==> config.mk <==
export PLATFORM = sky130hd
export DESIGN_NAME = serial_output_tag_scrambler
export DESIGN_NICKNAME = d
export VERILOG_FILES = /design/src/include/serial_output_tag_scrambler_pkg.sv /design/src/rtl/serial_output_tag_scrambler.sv
export VERILOG_INCLUDE_DIRS = /design/src /design/src/include
export SDC_FILE = /design/constraint.sdc
export NUM_CORES = 1
export LEC_CHECK = 0
export ABC_CLOCK_PERIOD_IN_PS = 5350
export BUFFER_PORTS_ARGS = -buffer_cell sky130_fd_sc_hd__buf_2
export CAP_MARGIN = 20
export CORE_MARGIN = 2
export CORE_UTILIZATION = 63
export CTS_BUF_LIST = sky130_fd_sc_hd__clkbuf_4 sky130_fd_sc_hd__clkbuf_8
export CTS_CLUSTER_SIZE = 25
export DETAILED_ROUTE_END_ITERATION = 16
export GPL_TIMING_DRIVEN = 0
export HOLD_SLACK_MARGIN = 0.05
export PLACE_DENSITY = 0.83
export SYNTH_ARGS = -nofsm -noshare
export SYNTH_HDL_FRONTEND = slang
export SYNTH_SLANG_ARGS = --single-unit
export TNS_END_PERCENT = 1
==> constraint.sdc <==
create_clock -name clk_in -period 5.35 [get_ports clk_in]
set_input_delay 0.8025 -clock clk_in [delete_from_list [all_inputs] [get_ports clk_in]]
set_output_delay 0.8025 -clock clk_in [all_outputs]
set_load 0.05 [all_outputs]
==> src/include/serial_output_tag_scrambler_map.svh <==
// Register offsets, field positions, reset values and timing counts
`ifndef SERIAL_OUTPUT_TAG_SCRAMBLER_MAP_SVH
`define SERIAL_OUTPUT_TAG_SCRAMBLER_MAP_SVH

// ==========================================
// Register offsets
`define OSC_ADDR 8'h05
`define SLC_ADDR 8'h08
`define TAG_SEL_ADDR0 8'h10
`define STATUS_ADDR 8'h18
`define KEY_LOW_ADDR 8'h19

// ==========================================
// Fields
`define OSC_MODE_HI 4
`define OSC_MODE_LO 3
`define OSC_SUB_HI 2
`define OSC_SUB_LO 1
`define SLC_PAIR_DIS 1
`define SLC_LAT_OFF 2

// ==========================================
// Reset values
`define OSC_RESET 8'h00
`define SLC_RESET 8'h00
`define TAG_SEL_RESET 4'h0

// ==========================================
// Widths and counts
`define WORD_W 21
`define TAG_POSITIONS 7
`define TAG_CB_POSITIONS 5
`define LOW_PAIR_BITS 7
`define DATA_LSB 5
`define DLY_DEPTH 8
`define KEY_PRELOAD 21'h000001
`define KEY_TAP 2
`define LAT_1CH 3'h4
`define LAT_2CH 3'h5
`define LAT_3CH 3'h6

// ==========================================
// Key positions
`define K_SUB00 5'h00
`define K_SUB01_WIDE 5'h05
`define K_SUB01_NARROW 5'h07
`define K_SUB10 5'h10
`define K_SUB11 5'h14

`endif

==> src/include/serial_output_tag_scrambler_pkg.sv <==
// Types of the serial output tag and scrambler stage
package serial_output_tag_scrambler_pkg;

   typedef struct packed {
      logic [4:0] legacy;
      logic red;
      logic green;
      logic blue;
      logic ping;
      logic [1:0] line_idx;
      logic black_loop;
      logic white_loop;
      logic clamp;
   } tag_t;

   typedef enum logic [1:0] {
      KEY_IDLE = 2'b00,
      KEY_WAIT = 2'b01,
      KEY_RUN = 2'b11
   } key_phase_t;

   typedef enum logic [3:0] {
      SEL_ORIG = 4'h0,
      SEL_LEG0 = 4'h1,
      SEL_LEG1 = 4'h2,
      SEL_LEG2 = 4'h3,
      SEL_LEG3 = 4'h4,
      SEL_LEG4 = 4'h5,
      SEL_RED = 4'h6,
      SEL_GREEN = 4'h7,
      SEL_BLUE = 4'h8,
      SEL_PARITY = 4'h9,
      SEL_PING = 4'ha,
      SEL_LINE_LSB = 4'hb,
      SEL_LINE_MSB = 4'hc,
      SEL_BLACK = 4'hd,
      SEL_WHITE = 4'he,
      SEL_CLAMP = 4'hf
   } tag_sel_t;

   typedef struct packed {
      logic [2:0] tx_sync;
      logic tx_level;
      tag_t [7:0] tag_dly;
      logic [20:0] lfsr;
      key_phase_t phase;
      logic [2:0] wait_cnt;
      logic bol;
      logic [20:0] word;
      logic strobe;
      logic [7:0] osc;
      logic [7:0] slc;
      logic [6:0][3:0] tag_sel;
      logic [7:0] rdata;
   } state_t;

endpackage

==> src/rtl/serial_output_tag_scrambler.sv <==
// Tag substitution, parity and key scrambling ahead of the serializer
//
// Behaviour
// - Selector 0 keeps bit; 1-5 give legacy tags
// - Selectors 6,7,8 flag red, green, blue pixel
// - Selector 9 gives parity over 21/14 bits
// - Selector 10 high for first sampling section
// - Selectors 11,12 give line index bits
// - Selector 13 black loop, 15 clamp closed
// - White loop flag needs its own selector
// - Config bit drops lowest pair, 14 bits remain
// - Two low remaining data bits take tags
// - Parity skips parity and one-bit key positions
// - Parity makes total ones count even
// - Tags delayed unless compensation bit set
// - Key is 21-bit maximal right-shift register
// - Key register preloads with one
// - Serial key shifts once per transmit clock
// - Parallel key jumps 21 shifts per clock
// - Mode and sub-mode fields; mode 0 passes
// - Mode 1 sub-modes mix or send keys
// - Mode 2 zeroes bit k, XORs key bit
// - Sub-mode picks key position k
// - Mode 3 XORs others with data bit k
// - Mode 3 sub-mode 1 follows pair state
// - Key starts latency cycles after line start
`include "serial_output_tag_scrambler_map.svh"
`timescale 1ns/1ps
`default_nettype none

module serial_output_tag_scrambler
(
   input wire logic clk_in,
   input wire logic rst_b_in,
   input wire logic [7:0] reg_addr_in,
   input wire logic [7:0] reg_wdata_in,
   input wire logic reg_wr_in,
   input wire logic reg_rd_in,
   output logic [7:0] reg_rdata_out,
   input wire logic transmit_clock_in,
   input wire logic line_start_in,
   input wire logic [1:0] channel_mode_in,
   input wire logic [15:0] pixel_data_in,
   input wire logic [4:0] pixel_tag_bits_in,
   input wire logic red_pixel_in,
   input wire logic green_pixel_in,
   input wire logic blue_pixel_in,
   input wire logic ping_section_in,
   input wire logic [1:0] line_index_in,
   input wire logic black_loop_in,
   input wire logic white_loop_in,
   input wire logic input_clamp_switch_in,
   output logic [20:0] word_out,
   output logic word_strobe_out
);

   serial_output_tag_scrambler_pkg::state_t s_q;
   serial_output_tag_scrambler_pkg::state_t s_d;

   // ==========================================
   // Helpers
   function automatic logic [20:0] key_step(input logic [20:0] k);
      key_step = {k[0] ^ k[`KEY_TAP], k[20:1]};
   endfunction

   // Selector slots 0-4 sit on bits 0-4, slots 5-6 on bits 7-8
   function automatic logic [4:0] slot_pos(input int i);
      slot_pos = (i < `TAG_CB_POSITIONS) ? 5'(i) : 5'(i + 2);
   endfunction

   always_comb
   begin
      serial_output_tag_scrambler_pkg::tag_t tag_now;
      serial_output_tag_scrambler_pkg::tag_t tag_use;
      logic [2:0] lat;
      logic tx_rise;
      logic pair_dis;
      logic [1:0] mode;
      logic [1:0] sub;
      logic [4:0] k;
      logic [20:0] w;
      logic [20:0] par_pos;
      logic [20:0] incl;
      logic [20:0] key_par;
      logic [20:0] out;
      logic par;
      logic [4:0] p;
      tag_now = '0;
      tag_use = '0;
      lat = '0;
      tx_rise = 1'b0;
      pair_dis = 1'b0;
      mode = '0;
      sub = '0;
      k = '0;
      w = '0;
      par_pos = '0;
      incl = '0;
      key_par = '0;
      out = '0;
      par = 1'b0;
      p = '0;
      s_d = s_q;
      s_d.strobe = 1'b0;
      s_d.rdata = 8'h00;

      // ==========================================
      // Transmit clock edge finder
      s_d.tx_sync = {s_q.tx_sync[1:0], transmit_clock_in};
      if (s_q.tx_sync[1] == s_q.tx_sync[2])
      begin
         s_d.tx_level = s_q.tx_sync[2];
      end
      tx_rise = (s_q.tx_sync[1] == s_q.tx_sync[2]) && s_q.tx_sync[2]
         && !s_q.tx_level;

      // ==========================================
      // Register port
      if (reg_wr_in)
      begin
         if (reg_addr_in == `OSC_ADDR)
         begin
            s_d.osc = reg_wdata_in;
         end
         if (reg_addr_in == `SLC_ADDR)
         begin
            s_d.slc = reg_wdata_in;
         end
         for (int i = 0; i < `TAG_POSITIONS; i++)
         begin
            if (reg_addr_in == `TAG_SEL_ADDR0 + 8'(i))
            begin
               s_d.tag_sel[i] = reg_wdata_in[3:0];
            end
         end
      end
      if (reg_rd_in)
      begin
         if (reg_addr_in == `OSC_ADDR)
         begin
            s_d.rdata = s_q.osc;
         end
         if (reg_addr_in == `SLC_ADDR)
         begin
            s_d.rdata = s_q.slc;
         end
         for (int i = 0; i < `TAG_POSITIONS; i++)
         begin
            if (reg_addr_in == `TAG_SEL_ADDR0 + 8'(i))
            begin
               s_d.rdata = {4'h0, s_q.tag_sel[i]};
            end
         end
         if (reg_addr_in == `STATUS_ADDR)
         begin
            s_d.rdata = {3'h0, s_q.wait_cnt, s_q.phase};
         end
         if (reg_addr_in == `KEY_LOW_ADDR)
         begin
            s_d.rdata = s_q.lfsr[7:0];
         end
      end

      // ==========================================
      // Decode controls
      mode = s_q.osc[`OSC_MODE_HI:`OSC_MODE_LO];
      sub = s_q.osc[`OSC_SUB_HI:`OSC_SUB_LO];
      pair_dis = s_q.slc[`SLC_PAIR_DIS];
      unique case (channel_mode_in)
         2'b00, 2'b01: lat = `LAT_1CH;
         2'b10: lat = `LAT_2CH;
         2'b11: lat = `LAT_3CH;
      endcase
      unique case (sub)
         2'b00: k = `K_SUB00;
         2'b01: k = pair_dis ? `K_SUB01_NARROW : `K_SUB01_WIDE;
         2'b10: k = `K_SUB10;
         2'b11: k = `K_SUB11;
      endcase

      // ==========================================
      // Tag delay line
      tag_now.legacy = pixel_tag_bits_in;
      tag_now.red = red_pixel_in;
      tag_now.green = green_pixel_in;
      tag_now.blue = blue_pixel_in;
      tag_now.ping = ping_section_in;
      tag_now.line_idx = line_index_in;
      tag_now.black_loop = black_loop_in;
      tag_now.white_loop = white_loop_in;
      tag_now.clamp = input_clamp_switch_in;
      if (s_q.slc[`SLC_LAT_OFF])
      begin
         tag_use = tag_now;
      end
      else
      begin
         tag_use = s_q.tag_dly[lat - 3'h1];
      end

      // ==========================================
      // Word assembly
      w = {pixel_data_in, tag_use.legacy};
      for (int i = 0; i < `TAG_POSITIONS; i++)
      begin
         p = slot_pos(i);
         // Low data slots only when narrow
         if (i < `TAG_CB_POSITIONS || pair_dis)
         begin
            unique case (s_q.tag_sel[i])
               4'h0: w[p] = w[p];
               4'h1: w[p] = tag_use.legacy[0];
               4'h2: w[p] = tag_use.legacy[1];
               4'h3: w[p] = tag_use.legacy[2];
               4'h4: w[p] = tag_use.legacy[3];
               4'h5: w[p] = tag_use.legacy[4];
               4'h6: w[p] = tag_use.red;
               4'h7: w[p] = tag_use.green;
               4'h8: w[p] = tag_use.blue;
               4'h9:
               begin
                  w[p] = 1'b0;
                  par_pos[p] = 1'b1;
               end
               4'ha: w[p] = tag_use.ping;
               4'hb: w[p] = tag_use.line_idx[0];
               4'hc: w[p] = tag_use.line_idx[1];
               4'hd: w[p] = tag_use.black_loop;
               4'he: w[p] = tag_use.white_loop;
               4'hf: w[p] = tag_use.clamp;
            endcase
         end
      end

      // ==========================================
      // Parity
      // Lowest pair dropped from the word
      incl = pair_dis ? {{14{1'b1}}, {`LOW_PAIR_BITS{1'b0}}} : '1;
      incl = incl & ~par_pos;
      if (mode == 2'b10)
      begin
         incl[k] = 1'b0;
      end
      par = ^(w & incl);
      w = w | (par_pos & {21{par}});

      // ==========================================
      // Scrambler
      // Twenty-one shifts at once
      key_par = s_q.lfsr;
      for (int i = 0; i < `WORD_W; i++)
      begin
         key_par = key_step(key_par);
      end
      unique case (mode)
         2'b00: out = w;
         2'b01:
         begin
            unique case (sub)
               2'b00: out = w ^ s_q.lfsr;
               2'b01: out = s_q.lfsr;
               2'b10: out = w ^ s_q.lfsr;
               2'b11: out = s_q.lfsr;
            endcase
         end
         2'b10:
         begin
            out = w;
            out[k] = 1'b0;
            out = out ^ {21{s_q.lfsr[0]}};
         end
         // Data bit k keys the rest
         2'b11:
         begin
            out = w ^ {21{w[k]}};
            out[k] = w[k];
         end
      endcase
      if (pair_dis)
      begin
         out[`LOW_PAIR_BITS - 1:0] = '0;
      end

      // ==========================================
      // Key sequencing
      s_d.bol = line_start_in;
      if (line_start_in)
      begin
         s_d.phase = serial_output_tag_scrambler_pkg::KEY_IDLE;
         s_d.lfsr = `KEY_PRELOAD;
         s_d.wait_cnt = '0;
      end
      else if (s_q.bol)
      begin
         s_d.phase = serial_output_tag_scrambler_pkg::KEY_WAIT;
      end

      if (tx_rise)
      begin
         s_d.word = out;
         s_d.strobe = 1'b1;
         s_d.tag_dly[0] = tag_now;
         for (int i = 1; i < `DLY_DEPTH; i++)
         begin
            s_d.tag_dly[i] = s_q.tag_dly[i - 1];
         end
         if (!line_start_in)
         begin
            unique case (s_q.phase)
               // Idle must not undo the wait entry made above
               serial_output_tag_scrambler_pkg::KEY_IDLE:
                  s_d.wait_cnt = '0;
               serial_output_tag_scrambler_pkg::KEY_WAIT:
               begin
                  s_d.wait_cnt = s_q.wait_cnt + 3'h1;
                  if (s_q.wait_cnt == lat - 3'h1)
                  begin
                     s_d.phase = serial_output_tag_scrambler_pkg::KEY_RUN;
                  end
               end
               serial_output_tag_scrambler_pkg::KEY_RUN:
               begin
                  if (mode == 2'b01 && sub[1])
                  begin
                     s_d.lfsr = key_par;
                  end
                  else
                  begin
                     s_d.lfsr = key_step(s_q.lfsr);
                  end
               end
               default: s_d.phase = serial_output_tag_scrambler_pkg::KEY_IDLE;
            endcase
         end
      end
   end

   // ==========================================
   // State register
   always_ff @(posedge clk_in or negedge rst_b_in)
   begin
      if (!rst_b_in)
      begin
         s_q <= '0;
         s_q.phase <= serial_output_tag_scrambler_pkg::KEY_IDLE;
         s_q.lfsr <= `KEY_PRELOAD;
         s_q.osc <= `OSC_RESET;
         s_q.slc <= `SLC_RESET;
         s_q.tag_sel <= {`TAG_POSITIONS{`TAG_SEL_RESET}};
      end
      else
      begin
         s_q <= s_d;
      end
   end

   assign reg_rdata_out = s_q.rdata;
   assign word_out = s_q.word;
   assign word_strobe_out = s_q.strobe;

endmodule

`default_nettype wire

==> results of run 1 <==
## final timing paths
| check | endpoint | slack, ns | cells past startpoint |
|---|---|---|---|
| worst max-delay path | word_out[4] | 0.33 | 16 |
| worst min-delay path | s_q[116] | 0.29 | 1 |
| worst max register to register | word_out[4] | 0.39 | 15 |
| worst min register to register | s_d[216] | 0.37 | 0 |
| max in group asynchronous | s_q[48] | 4.13 | 2 |
| min in group clk_in | s_d[216] | 0.37 | 0 |
## Yosys cell counts (all sizes together) (9+ instances only)
cell type	n	area (um^2)
nor3	28	140
mux2	48	544
buf	50	350
a22o	10	87.6
inv	30	113
nand2	332	1250
o211ai	11	87.6
nor3b	9	67.6
xnor2	37	332
o2111ai	11	96.3
a21oi	67	335
a221o	14	140
nand3	19	95.1
nand2b	15	93.8
dfrtp	188	4700
nor2	108	405
nor2b	18	113
a22oi	10	75.1
a222oi	10	100
clkbuf	86	325
mux2i	28	280
o221ai	14	141
a221oi	14	123
a32oi	10	87.6
o21ai	87	447
## logic make-up (layout without fill, tap and decap cells)
| group | Yosys count | count (layout) | synth area share |
|---|---|---|---|
| compound gates | 337 | 337 | 0.202 |
| xor+xnor | 45 | 45 | 0.0376 |
| fa+ha+maj | 6 | 6 | 0.00635 |
| buf+inv | 169 | 273 | 0.0677 |
| flops | 189 | 189 | 0.400 |
| mux | 79 | 79 | 0.0755 |
| simple gates | 575 | 575 | 0.211 |
## area by class of cell
cell class	count	area (um^2)
inverters	33	124
multi-input cells	1042	6290
flip-flops and latches	189	4730
clock inverters	13	126
fillers	1535	5690
repair buffers	72	395
well taps	234	293
plain buffers	136	676
clock buffers	19	255
## per-stage QoR
stage	setup TNS (ns)	power, mW	instance area, um^2	hold WS (ns)
floorplan	0	3.00	11800	0.331
CTS	0	4.34	12900	0.338
global route	0	4.59	12900	0.354
finish	0	4.37	12900	0.294
global placement	0	3.38	12500	0.332
detailed placement	-0.0195	3.43	12500	0.340
## layer usage
layer | vias up | global-route usage
met5 | - | 0
met4 | 0 | 0.128
met3 | 102 | 0.0662
met2 | 694 | 0.537
met1 | 5328 | 0.526
li1 | 5093 | -
## power by group
| group | internal (mW) | switching (mW) |
|---|---|---|
| combinational | 0.586 | 0.977 |
| sequential | 1.70 | 0.178 |
| clock | 0.360 | 0.571 |
## sequential cells by signal, indices dropped and copies added, names as in the netlist
name,flops
word_out,21
word_strobe_out,1
reg_rdata_out,8
s_q,157
s_d,2
==> results.md, run 1 <==
Run status:
- The flow ran to the end, and the final reports show no timing, DRC or antenna violations.

Layout:
- The repair_antennas step left the layout with diodes totalling 0.
- In the layout the commonest cells are 332 x sky130_fd_sc_hd__nand2_1, 188 x sky130_fd_sc_hd__dfrtp_1, 108 x sky130_fd_sc_hd__nor2_1, 86 x sky130_fd_sc_hd__o21ai_0, 84 x sky130_fd_sc_hd__clkbuf_1.
- The final net count is between 1.5k and 2k.
- Relative to the synthesized area, the layout overhead comes to 9.05%.
- For this run, the share of the core covered by cells in the final layout is 0.694.
- The layout cell share with drive strength beyond 1 is 0.150.
- Leaving out filler cells and counting taps, the final layout contains ~1.7k.
- The most frequent standard cell in the layout excluding fill and tap cells is sky130_fd_sc_hd__nand2_1.

Global routing:
- The global-route wire length before repair is 56,000 um.
- Entering global routing, the biggest net connects 103 pins.
- The initial antenna violation count was 0.
- In the global route stage, overall resource usage came out at 0.358.
- The via count of the first global-routing pass is 10.5k.
- The overall overflow remaining after global route is 0.

Synthesis:
- Of all flip-flops after synthesis, the portion carrying an async set or reset was 1.00.
- The commonest register cell after synthesis is sky130_fd_sc_hd__dfrtp_1.
- The synthesized area is 11,800 um^2.
- Synthesis inferred 189 register bits.
- Yosys mapped a number of flops with a built-in enable equal to 0.
- Synthesis produced a netlist whose cell count is 1,400.
- The number of unique standard cell types used by synthesis is 86.
- The net count of the mapped netlist is 1,460.
- The synthesized area per cell is 8.44 um^2.
- The share of synthesized area occupied by flip-flops and latches is 0.400.
- The number of warnings issued by yosys is 0.

Placed design:
- Input and output buffers added on the ports amount to 70.
- OpenSTA, run right after detailed placement, puts the worst setup slack at -0.0104 ns.
- The placed wire-length estimate after detailed placement is 25,400 um.
- At the end of routability-driven placement, the weighted congestion stood at 1.00.
- After detailed placement, the design holds a cell count of between 1.5k and 2k.

Critical path:
- The worst setup path is launched from an input port.
- The type of destination of the critical path is a register.
- The kind of cell adding the most delay to the critical path is compound AO/OA/AOI/OAI gates.
- The required time reported for the critical path endpoint is ~5.7 ns.
- The critical path is of the input port to register type.
- The startpoint of the lowest-slack register-to-register path is s_q[38].
- The critical path launch point is channel_mode_in[1].
- The data arrival at the endpoint of the critical path is 5.39 ns.
- The maximum fanout along the worst path is 10.
- Traced cell by cell, the critical path runs through buf_2 -> nand2b_1 -> buf_4 -> buf_2 -> o221ai_1 -> o221ai_1 -> a211oi_1 -> o21ai_0 -> nor2_1 -> xnor3_1 -> xnor2_2 -> xnor2_1 -> a311oi_1 -> nor4_1 -> o21ai_0 -> a221o_1.
- The slowest stage of the critical path is the sky130_fd_sc_hd__o21ai_0 cell.
- The largest stage delay on the critical path is around 0.61 ns.
- The total buffers and inverters traversed by the critical path is 3.

Clock tree:
- Buffers inserted during clock tree synthesis total 17.
- TritonCTS built the clock tree.
- The clock latency at the later pin of the worst-skew pair is 0.49 ns.
- The cell at the root of the clock tree is sky130_fd_sc_hd__clkbuf_8.
- The buffer count from post-CTS setup fixing is 0.
- The post-CTS resize count is 0.
- The maximum buffer depth of the clock tree is 2.
- The hold buffer count at cts is 0.
- The clock net sink count is 189.
- CTS built an H-tree with a depth of 4.
- The clock edge transition at the registers on the reported setup and hold paths is 0.11 ns.

Die:
- In this run the vertical extent of the chip is 141 um.
- The starting density of the core is 0.636.
- The I/O pin count is 84.
- The total area inside the core boundary comes to between 15,000 and 20,000 um^2.
- The x dimension of the die is approximately 140 um.
- The cell row count is 50.
- The die outline area is about 20,000 um^2.

STA:
- The final number of setup-violating endpoints is 0.
- Between clock sinks in the finished design, the worst skew comes to ~0.015 ns.
- Setup repair after global routing left no endpoint under its margin.
- Measured against its own limit, the worst slew margin works out to 0.358.
- The final worst-path cycle share is 0.939.
- Derived from the worst setup path, the maximum achievable clock frequency is 199 MHz.
- The final setup slack of the worst path is 0.328 ns.
- The final count of pins violating max slew came to 0.
- The number of hold-slack violations in the final timing report is 0.
- At the pin with the least slew margin, the transition time is 0.963 ns.
- The minimum period implied by the final worst setup slack is 5.02 ns.

Pwr:
- The worst-case vdd ir drop is 0.223 mV.
- The static leakage is 5.80 nW.
- The areal power density over the cells is 339 nW/um^2.

Flow run:
- The number of violations of the max-capacitance limit is 0.

Routing:
- The number of detailed-route iterations in the first pass is 7.
- The total met2 wirelength after detailed routing is ~15,000 um.
- After the first detailed-routing iteration, the DRC count stood at roughly 1.7k.
- The number of nets still failing antenna checks after routing is 0.
- After detailed routing, the wire length on met1 is between 10,000 and 15,000 um.
- The wire length per cell is 20.1 um.
- In the routed layout, each cell is associated on average with a via count of 6.45.
- The DRC violation count after routing is 0.
- The detailed router used layers up to and including met4.
- The aggregate routed wire length is 35,000 um.
- The final route contains 11.2k vias.
- The met3 routed wirelength is 3810 um.

Hold path:
- The class of the most critical hold timing path is input port to async pin.
Note: power is estimated with default switching activity, not from simulation.
==> run 2, diff against run 1 <==
ABC_AREA = 1   (was default)
==> results.md, run 2 <==
Global routing:
- The initial antenna violation count came to 0.
- The total overflow left after global routing is 0.
- The via count of the first global-routing pass was 11.6k.
- The first global-routing pass estimated 59,600 um of wire.
- Entering global routing, the biggest net connects 97 pins.
- Across every metal layer, demand over resource in global routing totals 0.372.

Routing:
- Wires add up to 36,700 um.
- Before antenna repair, the detailed router went through 9 iterations.
- The DRC violation count after routing is 0.
- In the final routed layout, each cell accounts on average for 16.9 um.
- In this run the remaining antenna-violating nets after routing total 0.
- The routed layout has around 13k vias.
- The ratio of routed vias to standard cells is around 6.
- The initial DRC count is 1,545.

Clock tree:
- After clock tree synthesis, the clock-pin slew on the worst setup and hold paths is 0.11 ns.
- The post-CTS resize count is 0.
- Hold repair after CTS inserted 0 buffers.
- The clock tree from TritonCTS is built.
- The clock latency at the later pin of the worst-skew pair is 0.49 ns.
- The longest clock path from root to sink contains 2 buffers.
- CTS built an H-tree with a depth of 4.
- Clock tree synthesis found a total of 189 sinks.
- TritonCTS created 17 clock buffers.
- The cell at the root of the clock tree is sky130_fd_sc_hd__clkbuf_8.
- After clock tree synthesis, the setup repair step added 0 buffers.

Die:
- The cell row count is 50.
- 84 I/O pins were placed.
- The starting density of the core is 0.643.
- From left edge to right edge, the die measures 142 um.
- The die covers 20,300 um^2.
- The core region area is 18,800 um^2.
- The die span in y is approximately 140 um.

Critical path:
- The minimum setup slack among reg-to-reg paths is 1.59 ns.
- The cell with the biggest individual delay on the critical path is sky130_fd_sc_hd__clkbuf_1.
- The type of origin of the critical path is a register.
- The number of cell instances on the worst register-to-register path is 23.
- The library cell appearing most often on the critical path is sky130_fd_sc_hd__nand2_1.
- The type of destination of the critical path is a register.
- The signal on the critical path passes through clkbuf_1 -> nand2_1 -> nand2_1 -> o21ai_0 -> nor3_1 -> nand3_1 -> nand2_1 -> nand2_1 -> nand3_1 -> nand2_1 -> inv_1 -> nand3_2 -> nand2_4 -> nand2_2 -> nand2_2 -> nand3_2 -> nand2_2 -> buf_4 -> nand4_1 -> nand3_1 -> nand2_1 -> nand2_1 -> nand2_1.
- The required time reported for the critical path endpoint is 5.71 ns.
- Along the worst path, the maximum fanout reaches 10.
- The data arrival at the endpoint of the critical path is just over 4 ns.
- In this design, the stage delay of the slowest critical-path cell is 0.49 ns.
- The worst setup path is of the register to register kind.

Pwr:
- The analysis attributes to cell leakage a power of 6.65 nW.
- Total power for the finished layout comes to 4.10 mW.
- The areal power density over the cells is 311 nW/um^2.
- The worst-case vdd ir drop is 0.167 mV.

Layout:
- The number of fillers in the final layout is roughly 1.7k.
- The library cell used most frequently in the layout, excluding fill and tap cells, is sky130_fd_sc_hd__nand2_1.
- The final design area excluding fillers is about 13,000 um^2.
- The register with the most flip-flops in the layout has roughly 160 of them.
- Of the cells placed in the final design, the portion with a size suffix greater than 1 is 0.100.
- More flip-flops sit in one register than any other, and that register is s_q.
- The final layout contains 1,987 nets.
- The antenna diode count is 0.
- Compared with the post-synthesis result, the final layout area differs by 9.29%.
- The library cells used most frequently in the layout, excluding fill and tap cells, are 658 x sky130_fd_sc_hd__nand2_1, 188 x sky130_fd_sc_hd__dfrtp_1, 186 x sky130_fd_sc_hd__inv_1, 152 x sky130_fd_sc_hd__o21ai_0, 141 x sky130_fd_sc_hd__nor2_1.

Synthesis:
- The synthesized area per cell is 6.61 um^2.
- The number of synthesized flops with an enable pin is 0.
- Synthesis produced 1,825 cells.
- Sorting the synthesized cells by how often they occur yields 658 x sky130_fd_sc_hd__nand2_1, 188 x sky130_fd_sc_hd__dfrtp_1, 186 x sky130_fd_sc_hd__inv_1.
- The synthesized area is 12,100 um^2.
- Yosys attributes the largest share of cell area to sky130_fd_sc_hd__dfrtp_1 39%, sky130_fd_sc_hd__nand2_1 20%, sky130_fd_sc_hd__o21ai_0 6.3%.
- In the post-synthesis netlist, the cell with the most instances is sky130_fd_sc_hd__nand2_1.
- The synthesized design contains 189 register bits.
- After synthesis, the share of flip-flops with an asynchronous set or reset is 1.00.
- The synthesized design spends more area on one cell type than any other, namely sky130_fd_sc_hd__dfrtp_1.
- For this run, the register share of the synthesized area comes to 0.392.
- For this run, the number of Yosys warnings is 0.
- Counting distinct cell types in the post-synthesis netlist gives 43.
- The most used flip-flop cell after synthesis is sky130_fd_sc_hd__dfrtp_1.
- The number of nets in the synthesized netlist is 1,885.
- Of the post-synthesis cell area, the dominant cell type holds 0.390.

Hold path:
- The worst hold path belongs to the class input port to async pin.

Flow run:
- Max-cap violations in this run came to 0.

STA:
- The relative slew slack is 0.391.
- Setup repair after global routing left no endpoint under its margin.
- The final worst-path cycle share is 0.703.
- The routed design could run at a clock period as short as 3.76 ns.
- For this run, the top clock speed supported by timing is 266 MHz.
- The final number of setup-violating endpoints is 0.
- The final count of pins violating max slew is 0.
- Setup total negative slack on the finished layout was measured at 0 ns.
- Between clock sinks in the finished design, the worst skew comes to 0.0288 ns.
- At the pin with the least slew margin, the transition time is 0.914 ns.
- The number of hold-slack violations in the final timing report came to 0.

Run status:
- The run finished with clean final reports.

Placed design:
- The total of buffers placed on input and output ports is 81.
- The weighted congestion at the end of routability-driven global placement is approximately 0.99.
- The cell area after placement is 12,800 um^2.
- Once detailed placement completed, the half-perimeter wirelength came to 27,000 um.
[run 2: stage by stage]
stage	utilization	setup slack [ns]	cells	hold slack, ns
global placement	0.680	0.476	2140	0.335
finish	0.703	1.59	2173	0.283
detailed placement	0.682	1.38	2141	0.336
CTS	0.702	1.73	2172	0.330
floorplan	-	2.16	1825	0.331
global route	0.703	1.28	2173	0.355
[run 2: routing by layer]
metal | global-route usage | vias up | part of all wire
li1 | - | 6041 | -
met1 | 0.522 | 5789 | 0.42
met2 | 0.592 | 725 | 0.44
met3 | 0.0643 | 112 | 0.10
met4 | 0.120 | 0 | 0.031
met5 | 0 | - | 0
[run 2: area by class of cell]
type / count / area, um^2 / share of cell area
multi-input combinational: 1332 / 6030 / 0.457
sequential: 189 / 4730 / 0.359
inverter: 192 / 723 / 0.0548
buffer: 112 / 587 / 0.0445
timing repair buffer: 83 / 450 / 0.0341
tap: 234 / 293 / 0.0222
clock buffer: 18 / 248 / 0.0188
clock inverter: 13 / 130 / 0.00986
[run 2: worst max-delay path: cells and delay by family, from the launching register on]
kind	cells	cell delay, ns
AOI/OAI and AO/OA	1	0.10
buffers and inverters	3	0.78
DFF	1	0.40
and+or+nand+nor	19	2.34
[run 2: worst paths after layout]
check,startpoint,end
max,s_q[38],word_out[3]
min,rst_b_in,s_q[133]
max reg2reg,s_q[38],word_out[3]
min reg2reg,s_d[215],s_d[216]
max in group asynchronous,rst_b_in,s_q[44]
min in group clk_in,s_d[215],s_d[216]
[run 2: kinds of logic (layout without fill, tap and decap cells)]
kind of cell / count (synthesis) / count (layout) / synth area share
AND/OR/NAND/NOR: 1000 / 1000 / 0.341
AO/OA/AOI/OAI: 312 / 312 / 0.142
flip-flops: 189 / 189 / 0.392
multiplexers: 1 / 1 / 0.000933
adder cells (fa/ha/maj): 6 / 6 / 0.00622
buffers and inverters: 304 / 418 / 0.109
XOR/XNOR: 13 / 13 / 0.00943
[run 2: power by group]
group          internal [mW]  switching [mW]
clock                  0.353           0.585
sequential              1.70           0.171
combinational          0.404           0.891
==> run 3, diff against run 2 <==
ABC_CLOCK_PERIOD_IN_PS = 3250   (was 5350)
CORE_UTILIZATION = 57   (was 63)
PLACE_DENSITY = 0.79   (was 0.83)
clock period = 3.25 ns   (was 5.35 ns; I/O delays follow)
==> results.md, run 3 (synthesis gave the netlist of run 2 again) <==
Layout:
- In the final layout, the share of cells above drive strength 1 is 0.117.
- After filler insertion, the fill cell instance count of the layout stands at 1,968.
- In the final layout, the multi-input gates occupy just over 6000 um^2.
- The count of cells in the finished layout, fillers not included, comes to 2,221.
- The register with the most flip-flops in the layout has between 150 and 200 of them.
- The area growth from synthesis to layout is 11.9%.
- The register with the most flip-flops is s_q.
- 0 antenna diodes ended up in the layout.
- The most frequent standard cell in the layout excluding fill and tap cells is sky130_fd_sc_hd__nand2_1.
- The final net count is 1,993.
- The library cells used most frequently in the layout, excluding fill and tap cells, are 647 x sky130_fd_sc_hd__nand2_1, 187 x sky130_fd_sc_hd__dfrtp_1, 184 x sky130_fd_sc_hd__inv_1, 152 x sky130_fd_sc_hd__o21ai_0, 139 x sky130_fd_sc_hd__nor2_1.
- In the final layout, flip-flops and latches occupy between 4000 and 5000 um^2.

STA:
- The final count of pins violating max slew came to 0.
- Summed over all failing endpoints, the final setup total negative slack is -0.0359 ns.
- Measured against its own limit, the worst slew margin works out to 0.395.
- The achievable clock frequency is roughly 300 MHz.
- Dividing the final minimum period by the clock period gives 1.01.
- The number of hold-slack violations in the final timing report is 0.
- Setup repair after global routing could not meet its margin everywhere.
- For the finished layout, the period the worst path requires is between 3 and 4 ns.
- The final number of setup-violating endpoints is 2.
- Across the routed clock network, the largest skew measured is 0.0320 ns.
- The worst-margin pin slew is between 0.9 and 1 ns.
- The final setup slack of the worst path is -0.0205 ns.

Global routing:
- The largest net degree at the start of global routing is 119.
- The initial antenna violation count is 0.
- The via count of the first global-routing pass came to 11.5k.
- The overall overflow remaining after global route is 0.
- Across every metal layer, demand over resource in global routing totals 0.339.
- The global-route wire length before repair is between 50,000 and 60,000 um.

Pwr:
- Of the total power, the share spent switching nets is 0.409.
- The areal power density over the cells is 517 nW/um^2.
- Of the total power, registers draw 0.442.
- Cell internal power was estimated by the tool at between 4 and 5 mW.
- The analysis attributes to cell leakage a power of about 6.7 nW.
- The analysis attributes to net switching a power of between 2 and 3 mW.
- The combinational share of power is 0.323.
- The completed layout was analyzed and its total power is 6.98 mW.
- The worst-case vdd ir drop is 0.267 mV.
- The share of total power dissipated in the clock network is 0.236.

Placed design:
- The congestion estimate from routability-driven global placement came to 0.969.
- The cell count after placement is 2,183.
- The worst setup slack after placement is -0.545 ns.
- The placed wire-length estimate after detailed placement is around 27,000 um.
- Port buffering added 81 buffers.

Clock tree:
- The H-tree level count is 4.
- The tree is rooted in a sky130_fd_sc_hd__clkbuf_8.
- The clock reaches the later pin of the worst-skew pair after roughly 0.5 ns.
- The clock tree from TritonCTS is built.
- The clock passes through at most 2 buffers.
- Clock-pin slew was measured on the worst setup and hold paths at 0.11 ns.
- Counting the buffers created by CTS gives 17.
- The clock net in this run drives a total of 189 sinks.

Routing:
- The wire length per cell is 16.8 um.
- After detailed routing, the total wire length is 37,400 um.
- The DRC violation count after routing is 0.
- The detail route stage leaves a number of antenna-violating nets equal to 0.
- The routed layout has approximately 13k vias.
- The pre-antenna-repair detailed-routing pass consisted of 8 iterations.
- The first routing iteration left 1,598 violations.
- Dividing the detail-routed via count by the number of cells gives 5.70.

Die:
- The I/O pin count is 84.
- The core region area is 20,900 um^2.
- The x dimension of the die is 150 um.
- For this configuration, the core starts out at a cell density of 0.578.
- The die covers 22,400 um^2.
- The die span in y is 150 um.
- The cell row count is 53.

Critical path:
- The library cell appearing most often on the critical path is sky130_fd_sc_hd__nand2_1.
- The type of origin of the critical path is a register.
- Data on the critical path is required at its endpoint by 3.62 ns.
- The largest stage delay on the critical path is 0.46 ns.
- The data arrival at the endpoint of the critical path is 3.64 ns.
- Along the worst path, the maximum fanout reaches 10.
- The worst setup path is of the register to register kind.
- The type of destination of the critical path is a register.
- The cell with the biggest individual delay on the critical path is sky130_fd_sc_hd__dfrtp_2.

Flow run:
- The number of violations of the max-capacitance limit is 0.

Run status:
- The flow ran to the end, but the final reports show violations.
- The checks that failed: negative setup slack.

Hold path:
- The class of the most critical hold timing path is input port to register.
-- run 3: cell types whose count changed in the layout (fill, tap and decap cells not counted), moves of 5 or more --
cell,previous run,this run
sky130_fd_sc_hd__buf_4,35,40
sky130_fd_sc_hd__a21oi_1,99,93
sky130_fd_sc_hd__a21oi_2,0,5
sky130_fd_sc_hd__nand2_4,1,11
sky130_fd_sc_hd__nand2_1,658,647
-- run 3: layout make-up --
cell class,instances,area share
Buffer,111,0.0461
Clock inverter,14,0.0125
Clock buffer,18,0.0183
Sequential cell,189,0.350
Tap cell,275,0.0255
Inverter,192,0.0535
Timing Repair Buffer,90,0.0377
Multi-Input combinational cell,1332,0.456
-- run 3: metrics by stage --
step	hold WS, ns	util	area [um^2]
2_1_floorplan	0.192	-	12100
3_3_place_gp	0.334	0.614	12800
3_5_place_dp	0.335	0.616	12900
4_1_cts	0.0776	0.641	13400
5_1_grt	0.0778	0.647	13500
6_report	0.0908	0.647	13500
-- run 3: worst max-delay path, delay by kind of cell, from the launching register on --
family,cells,cell delay (ns)
and+or+nand+nor,25,2.14
DFF,1,0.46
AOI/OAI and AO/OA,1,0.13
buffers and inverters,4,0.43
-- run 3: final timing paths --
check | start | to | slack (ns) | cells past startpoint
setup / recovery | s_q[38] | word_out[5] | -0.02 | 30
hold / removal | transmit_clock_in | s_d[215] | 0.09 | 1
setup reg to reg | s_q[38] | word_out[5] | -0.02 | 30
hold reg to reg | s_d[215] | s_d[216] | 0.36 | 0
max in group asynchronous | rst_b_in | s_q[38] | 1.73 | 3
min in group asynchronous | rst_b_in | s_q[123] | 0.49 | 2
-- run 3: repair_timing --
action,in CTS,in global routing
pin swaps,0,14
buffers inserted,1,5
hold buffers,1,0
gates resized for setup,25,24
endpoints found under the hold margin,71,0
endpoints found under the setup margin,21,21
-- run 3: per-layer routing --
layer  global-route usage  share of wire  vias to the layer above
met1                0.495           0.43                     5827
met4                0.101          0.025                        0
met2                0.522           0.44                      694
met3               0.0555           0.10                       83
li1                     -              -                     6051
met5                    0              0                        -
-- run 3: power groups by stage --
stage	registers (mW)	clock network, mW	logic, mW
floorplan	3.03	0	1.54
global placement	3.10	0	2.04
detailed placement	3.11	0	2.10
CTS	3.07	1.64	2.15
global route	3.14	1.75	2.48
finish	3.08	1.64	2.25
